--- src/core/fet_drive_pkg.sv ---
// Package: constants and types for the protection FET driver control
package fet_drive_pkg;
  localparam int CLK_MHZ = 100;
  // Active pull-low time of the charge driver after turn-off
  localparam int CHG_PULL_US = 100;
  localparam int CHG_PULL_CYC = CHG_PULL_US * CLK_MHZ;
  // Current result width (signed, positive = charging)
  localparam int CUR_W = 16;
  localparam int PWM_W = 16;
  // Fault vector bit positions for the discharge path
  localparam int DF_LOWV = 0;
  localparam int DF_HOT = 1;
  localparam int DF_COLD = 2;
  localparam int DF_OC1 = 3;
  localparam int DF_OC2 = 4;
  localparam int DF_SHORT = 5;
  localparam int DF_DIAG = 6;
  localparam int DF_N = 7;
  // Fault vector bit positions for the charge path
  localparam int CF_HIGHV = 0;
  localparam int CF_HOT = 1;
  localparam int CF_COLD = 2;
  localparam int CF_OC = 3;
  localparam int CF_SHORT = 4;
  localparam int CF_DIAG = 5;
  localparam int CF_N = 6;
  // Charge pin drive states
  typedef enum logic [2:0] {
    CHG_FLOAT = 3'b001,
    CHG_HIGH = 3'b010,
    CHG_PULL = 3'b100
  } chg_state_t;
endpackage : fet_drive_pkg

--- src/core/fet_drive_ctrl.sv ---
// Protection FET driver control: gate decisions, body diode, PWM, detector gating
// Summary of operation
// Discharge gate high only if unblocked and no enabled discharge fault, or permitted force, or body diode
// Charge gate high only if unblocked and no enabled charge fault, or permitted force, or body diode
// Force-on commands honoured only when configuration permits forcing that driver
// Configuration masks choose which faults autonomously turn off each driver
// Discharge off disables both discharge overcurrent and short detectors
// Charge driver state never affects overcurrent detector enables
// Charge driver pulls low 100 us on disable, then floats
// Body diode protection only in series mode with one driver on, other off
// Discharge driver may turn on during its fault when pack is charging
// Charge driver may turn on during its fault when pack is discharging
// Charging or discharging recognised only above a programmable absolute threshold
// Positive current means charging; range covers plus or minus 200 mV
// PWM mode switches both drivers to limit average current
// Discharge PWM drives both levels; charge PWM only with no charger
// Filtered currents and charge integration are read elsewhere, not here
// Block bits keep a driver off until cleared, regardless of faults
// PWM period and on-time configured; suppressed while blocked or faulted
module fet_drive_ctrl
  import fet_drive_pkg::*;
#(
  parameter int CHG_PULL_CYCLES = CHG_PULL_CYC
) (
  // Clock and reset
  input wire logic sys_clk,
  input wire logic sys_rst,
  // Host commands
  input wire logic dsg_block,
  input wire logic chg_block,
  input wire logic dsg_force,
  input wire logic chg_force,
  // Configuration
  input wire logic dsg_force_allow,
  input wire logic chg_force_allow,
  input wire logic [DF_N-1:0] dsg_fault_mask,
  input wire logic [CF_N-1:0] chg_fault_mask,
  input wire logic series_mode,
  input wire logic body_diode_en,
  input wire logic [CUR_W-1:0] body_diode_thresh,
  input wire logic dsg_pwm_en,
  input wire logic chg_pwm_en,
  input wire logic [PWM_W-1:0] pwm_period,
  input wire logic [PWM_W-1:0] dsg_pwm_on,
  input wire logic [PWM_W-1:0] chg_pwm_on,
  input wire logic charger_present,
  // Fault and measurement inputs (same clock domain)
  input wire logic [DF_N-1:0] dsg_faults,
  input wire logic [CF_N-1:0] chg_faults,
  input wire logic signed [CUR_W-1:0] cc_current,
  // Driver pins: output enable low while driving
  output logic discharge_fet_drive,
  output logic charge_fet_drive,
  output logic charge_fet_drive_oe_n,
  // Detector enables and status
  output logic ocd_detect_en,
  output logic scd_detect_en,
  output logic dsg_on,
  output logic chg_on
);

  logic [PWM_W-1:0] pwm_cnt_q, pwm_cnt_d;
  logic dsg_q, dsg_d, chg_q, chg_d;
  chg_state_t cst_q, cst_d;
  // Pull-low counter width and end value, sized from the parameter
  localparam int PULL_W = $clog2(CHG_PULL_CYCLES + 1);
  localparam logic [PULL_W-1:0] PULL_LAST = PULL_W'(CHG_PULL_CYCLES - 1);
  localparam logic [PULL_W:0] RUN_MAX = (PULL_W + 1)'(CHG_PULL_CYCLES);
  logic [PULL_W-1:0] pull_q, pull_d;
  logic [PULL_W:0] low_run_q, low_run_d;
  logic dsg_fault_act, chg_fault_act, is_chg, is_dsg, dsg_base, chg_base;
  logic dsg_want, chg_want, dsg_bd, chg_bd;
  logic [CUR_W-1:0] cur_abs;

  // Any fault that is present and allowed to act autonomously on a driver
  function automatic logic fault_active(input logic [7:0] faults, input logic [7:0] mask);
    return |(faults & mask);
  endfunction : fault_active

  // Decision logic
  always_comb begin
    // Masks are widened on purpose so one decoder serves both drivers
    dsg_fault_act = fault_active(8'(dsg_faults), 8'(dsg_fault_mask));
    chg_fault_act = fault_active(8'(chg_faults), 8'(chg_fault_mask));
    // Positive sense means charging; magnitude against threshold
    cur_abs = cc_current[CUR_W-1] ? CUR_W'(-cc_current) : cc_current;
    is_chg = !cc_current[CUR_W-1] && (cur_abs > body_diode_thresh);
    is_dsg = cc_current[CUR_W-1] && (cur_abs > body_diode_thresh);
    dsg_base = (!dsg_fault_act || (dsg_force && dsg_force_allow));
    chg_base = (!chg_fault_act || (chg_force && chg_force_allow));
    // Body diode only in series mode with exactly one driver already on
    dsg_bd = body_diode_en && series_mode && chg_q && !dsg_q && is_chg;
    chg_bd = body_diode_en && series_mode && dsg_q && !chg_q && is_dsg;
    // Block always wins, even over body diode, so host can hold FETs off
    dsg_want = !dsg_block && (dsg_base || dsg_bd || (dsg_q && dsg_fault_act && !dsg_base
               && body_diode_en && series_mode && is_chg));
    chg_want = !chg_block && (chg_base || chg_bd || (chg_q && chg_fault_act && !chg_base
               && body_diode_en && series_mode && is_dsg));
    pwm_cnt_d = (pwm_cnt_q + 1'b1 >= pwm_period) ? '0 : PWM_W'(pwm_cnt_q + 1'b1);
    // PWM only modulates an already permitted driver
    dsg_d = dsg_want && (!dsg_pwm_en || pwm_cnt_q < dsg_pwm_on);
    chg_d = chg_want && (!chg_pwm_en || charger_present || pwm_cnt_q < chg_pwm_on);
  end

  // Decision registers
  always_ff @(posedge sys_clk or posedge sys_rst) begin
    if (sys_rst) begin
      pwm_cnt_q <= '0;
      dsg_q <= 1'b0;
      chg_q <= 1'b0;
    end else begin
      pwm_cnt_q <= pwm_cnt_d;
      dsg_q <= dsg_d;
      chg_q <= chg_d;
    end
  end

  // Charge pin: drive high, pull low for a fixed time, then release
  always_comb begin
    cst_d = cst_q;
    pull_d = pull_q;
    unique case (cst_q)
      CHG_FLOAT: if (chg_q) cst_d = CHG_HIGH;
      CHG_HIGH: if (!chg_q) begin
        cst_d = CHG_PULL;
        pull_d = '0;
      end
      CHG_PULL: begin
        if (chg_q) cst_d = CHG_HIGH;
        else if (pull_q == PULL_LAST) cst_d = CHG_FLOAT;
        else pull_d = pull_q + 1'b1;
      end
      default: cst_d = CHG_FLOAT;
    endcase
  end

  always_ff @(posedge sys_clk or posedge sys_rst) begin
    if (sys_rst) begin
      cst_q <= CHG_FLOAT;
      pull_q <= '0;
    end else begin
      cst_q <= cst_d;
      pull_q <= pull_d;
    end
  end

  // Outputs straight from flip-flops; one cycle behind the decisions
  always_ff @(posedge sys_clk or posedge sys_rst) begin
    if (sys_rst) begin
      discharge_fet_drive <= 1'b0;
      charge_fet_drive <= 1'b0;
      charge_fet_drive_oe_n <= 1'b1;
      ocd_detect_en <= 1'b0;
      scd_detect_en <= 1'b0;
      dsg_on <= 1'b0;
      chg_on <= 1'b0;
    end else begin
      discharge_fet_drive <= dsg_q;
      charge_fet_drive <= (cst_d == CHG_HIGH);
      charge_fet_drive_oe_n <= (cst_d == CHG_FLOAT);
      ocd_detect_en <= dsg_q;
      scd_detect_en <= dsg_q;
      dsg_on <= dsg_q;
      chg_on <= chg_q;
    end
  end

  // Helper: length of the running pull-low phase on the charge pin, saturating
  always_comb begin
    low_run_d = low_run_q;
    if (charge_fet_drive_oe_n || charge_fet_drive) begin
      low_run_d = '0;
    end else if (low_run_q <= RUN_MAX) begin
      low_run_d = low_run_q + 1'b1;
    end
  end

  // Helper register; a long pull would stress the gate, so its length is watched
  always_ff @(posedge sys_clk or posedge sys_rst) begin
    if (sys_rst) begin
      low_run_q <= '0;
    end else begin
      low_run_q <= low_run_d;
    end
  end
endmodule : fet_drive_ctrl

--- config.mk ---
export PLATFORM = sky130hd
export DESIGN_NAME = fet_drive_ctrl
export DESIGN_NICKNAME = d
export VERILOG_FILES = /design/src/core/fet_drive_pkg.sv /design/src/core/fet_drive_ctrl.sv
export SDC_FILE = /design/constraint.sdc
export NUM_CORES = 1
export LEC_CHECK = 0
export BUFFER_PORTS_ARGS = -buffer_cell sky130_fd_sc_hd__buf_2
export CAP_MARGIN = 20
export CELL_PAD_IN_SITES_DETAIL_PLACEMENT = 1
export CELL_PAD_IN_SITES_GLOBAL_PLACEMENT = 2
export CORE_MARGIN = 8
export CORE_UTILIZATION = 31
export CTS_CLUSTER_SIZE = 8
export DETAILED_ROUTE_END_ITERATION = 6
export PLACE_DENSITY_LB_ADDON = 0.1
export RECOVER_POWER = 25
export SLEW_MARGIN = 20
export SYNTH_ARGS = -nofsm -noshare
export SYNTH_HDL_FRONTEND = slang
export SYNTH_SLANG_ARGS = --single-unit
--- constraint.sdc ---
create_clock -name sys_clk -period 5.11 [get_ports sys_clk]
set_clock_uncertainty 0.05 [all_clocks]
set_input_delay 0.2555 -clock sys_clk [delete_from_list [all_inputs] [get_ports sys_clk]]
set_output_delay 0.2555 -clock sys_clk [all_outputs]
set_load 0.02 [all_outputs]
==> results.yml <==
detailed_routing:
  ant_nets: 0
  wl_per_cell_microns: 15.49
  drt_iter0_markers: 125
  drc: 0
  vias_per_cell: 4.911
  route.final.wire_length_microns: 11830
  dr.pass1.iters: 4
  vias: 3752
grt:
  grt-ovfl-total: 0
  grt_max_degree: 40
  met1_usage_pct: 17.96
  grt_use_met3_pct: 4.243
  grt_use_total_pct: 14.93
  grt_pass1_vias: 4262
  grt_antenna_before_repair: 4
  busiest_layer: "met2"
  grt.met2_usage_pct: 26.09
  grt_pass1_wl_microns: 20260
sta:
  post-route-period-util_pct: 66.29
  max_slew_margin_pct: -49.15
  setup_tns_ps: 0
  setup_violations: 0
  finalHoldViolations: 0
  worst_pin_slew_ps: 2237
  max_freq_mhz: 295.2
  maxSlewViolCount: 40
  rsz0062_at_grt: "no"
  final.min_clock_period_ps: 3387
  hold-worst-slack_ps: 76.90
finish:
  nets: 778
  layout.cells.non_filler: 764
  drive_above_1_share_pct: 24.20
  syn2layout_area_growth_pct: 24.45
  fillers: 1511
yosys:
  synthCells: 473
  synth-main-ff-cell: "dfrtp_1"
  netlist_top_cells_area: "dfrtp_1 24%, ha_1 21%, inv_1 6.6%"
  yosysUniqueCellTypes: 51
  synth_top_area_cell: "dfrtp_1"
  yosys_warnings: 0
  synth-seq-cells: 39
  syn_nets: 657
  async_flop_share_pct: 100.0
  ys_seq_area_share_pct: 25.36
  synth-edff-count: 0
  synth_top_area_share_pct: 23.99
  syn-cell-area_sq_mm: 0.003859
  syn_area_per_cell_sq_um: 8.158
clocking:
  cts-buffers-inserted: 5
  post_cts_resized: 0
  cts_sinks: 39
  root_buffer: "clkbuf_16"
  clk_path_buf_depth: 2
  h-tree-depth: 2
  clk_pin_slew_ps: 60
  cts_tree: "yes"
  hold_buffers: 0
  cts_setup_buffers: 0
  insertion_delay_ps: 290
worst_setup_path:
  reg2regPathDepth: 10
  endpoint_kind: "flip-flop"
  cp.arrival_ps: 3520
  crit_chain: "nand3_1, nor3_1, nand3_1, xnor2_1, ha_1, a21o_1, a21o_1, a21oi_1, o21a_1, nor3b_1"
  cpPeakStageDelay_ps: 570
  reg2reg_setup_slack_ps: 1720
  worstReg2RegEnd: "pwm_cnt_q[0]"
  cp_max_fo: 16
  required_ps: 5250
  rr_startpoint: "pwm_cnt_q[2]"
  crit_type: "reg -> reg"
  cp-start-kind: "flip-flop"
  critPathSlowestCell: "nor3_1"
placement:
  io_buffers: 125
  dp_cells: 755
  gp_congestion: 0.7651
  hpwl_microns: 10060
worst_hold_path:
  holdPathStages: 2
  hold_start: "dsg_block"
  min_to: "dsg_q"
  hold_path_class: "in -> reg"
floorplanning:
  core_sq_mm: 0.01206
  die_width_microns: 127.6
  start_util_pct: 31.99
  pin_count: 126
  dieArea_sq_mm: 0.01627
  die_h_microns: 127.6
  num_rows: 40
power:
  ir_drop_mv: 0.1356
  p_total_mw: 1.162
  power.leakage_nw: 2.668
  powerDensity_mw_per_mm2: 242.0
flow_run:
  maxCapViolations: 1
outcome:
  failed_checks: "capacitance limit, slew limit"
  status: "finished with violations"
==> sequential cells by signal, summed over array words and instances (netlist names) <==
register and flops:
dsg_on 1, chg_on 1, pull_q 14, cst_q 3, chg_q 1, pwm_cnt_q 16, dsg_q 1, charge_fet_drive 1
charge_fet_drive_oe_n 1
==> layout by cell type, fill, tap and decap left out, types with 9 or more instances in the layout <==
cell type    n
a21o_1      12
a21oi_1     19
buf_2      125
dfrtp_1     37
ha_1        65
inv_1       68
nand2_1     38
nand3_1     20
nand4_1     12
nor2_1      37
o21ai_0     17
o21ai_1     10
o31ai_1      9
xnor2_1     24
==> worst max-delay path, delay by kind of cell (launching register included) <==
| family | cells | cell delay [ps] |
|---|---|---|
| DFF | 1 | 480 |
| and+or+nand+nor | 4 | 1210 |
| xor gates and xnor gates | 1 | 270 |
| AOI/OAI and AO/OA | 4 | 970 |
| adders and majority gates | 1 | 300 |
==> cells by family after synthesis <==
group	count (synthesis)	synth area share [%]
AOI/OAI and AO/OA	108	18.55
xor gates and xnor gates	28	6.355
adders and majority gates	65	21.08
buffers and inverters	80	8.463
DFF	39	25.36
and+or+nand+nor	153	20.20
==> cell type report <==
cell class                      instances  area (sq um)  share of cell area [%]
Tap cell                              168         210.2                   4.377
Antenna cell                            1         2.502                 0.05211
Sequential cell                        39         978.4                   20.38
Inverter                               68         255.2                   5.315
Multi-Input combinational cell        354          2557                   53.26
Clock buffer                            5         125.1                   2.606
Timing Repair Buffer                  126         629.4                   13.11
Clock inverter                          3         43.79                  0.9119
==> cell usage after synthesis, types with 2 or more instances <==
cell type	instances
nor3_1	4
nor3b_1	2
nand4_1	12
inv_1	68
clkbuf_1	7
a21oi_1	19
o21bai_1	4
dfstp_2	2
buf_6	2
nor4_1	4
a22oi_1	5
o21ai_1	11
o21a_1	2
xnor2_1	24
o31ai_1	9
or3_1	4
and2_1	3
ha_1	65
nand3b_1	2
nor2_1	37
nor2b_1	5
a31oi_1	7
and3_1	7
nand2_1	38
nand2b_1	7
o21ai_0	17
a21o_1	12
o41ai_1	2
o21ai_2	3
xor2_1	4
o211ai_1	2
a211oi_1	4
a211o_1	2
o31ai_2	2
buf_4	3
nand3_1	20
o2111ai_1	2
dfrtp_1	37
==> per-layer routing <==
metal / routed length (microns) / vias to the layer above
li1: - / 1903
met1: 5351 / 1750
met2: 5691 / 80
met3: 671 / 13
met4: 87 / 6
met5: 31 / -
==> stage by stage <==
step	worst slack, ps	util (%)	area [sq um]
2_1_floorplan	2229	-	3859
3_3_place_gp	1639	38.39	4631
3_5_place_dp	1475	38.39	4631
4_1_cts	1357	39.79	4800
5_1_grt	1421	39.81	4802
6_report	1723	39.81	4802
==> power breakdown <==
part           total (mW)  internal [mW]  switching (mW)
Clock               0.361          0.230           0.130
Sequential          0.408          0.352          0.0554
Combinational       0.394          0.182           0.212
==> worst max-delay path by stage <==
stage,startpoint,endpoint,slack (ps),depth (start not counted)
after floorplan,cc_current[3],chg_q,2230,13
after global placement,pwm_cnt_q[2],pwm_cnt_q[7],1640,10
after detailed placement,pwm_cnt_q[2],pwm_cnt_q[13],1470,10
after CTS,pwm_cnt_q[2],pwm_cnt_q[13],1360,10
after global routing,pwm_cnt_q[2],pwm_cnt_q[13],1420,11
final,pwm_cnt_q[2],pwm_cnt_q[0],1720,10
No activity file was read; power rests on OpenSTA's default activity.
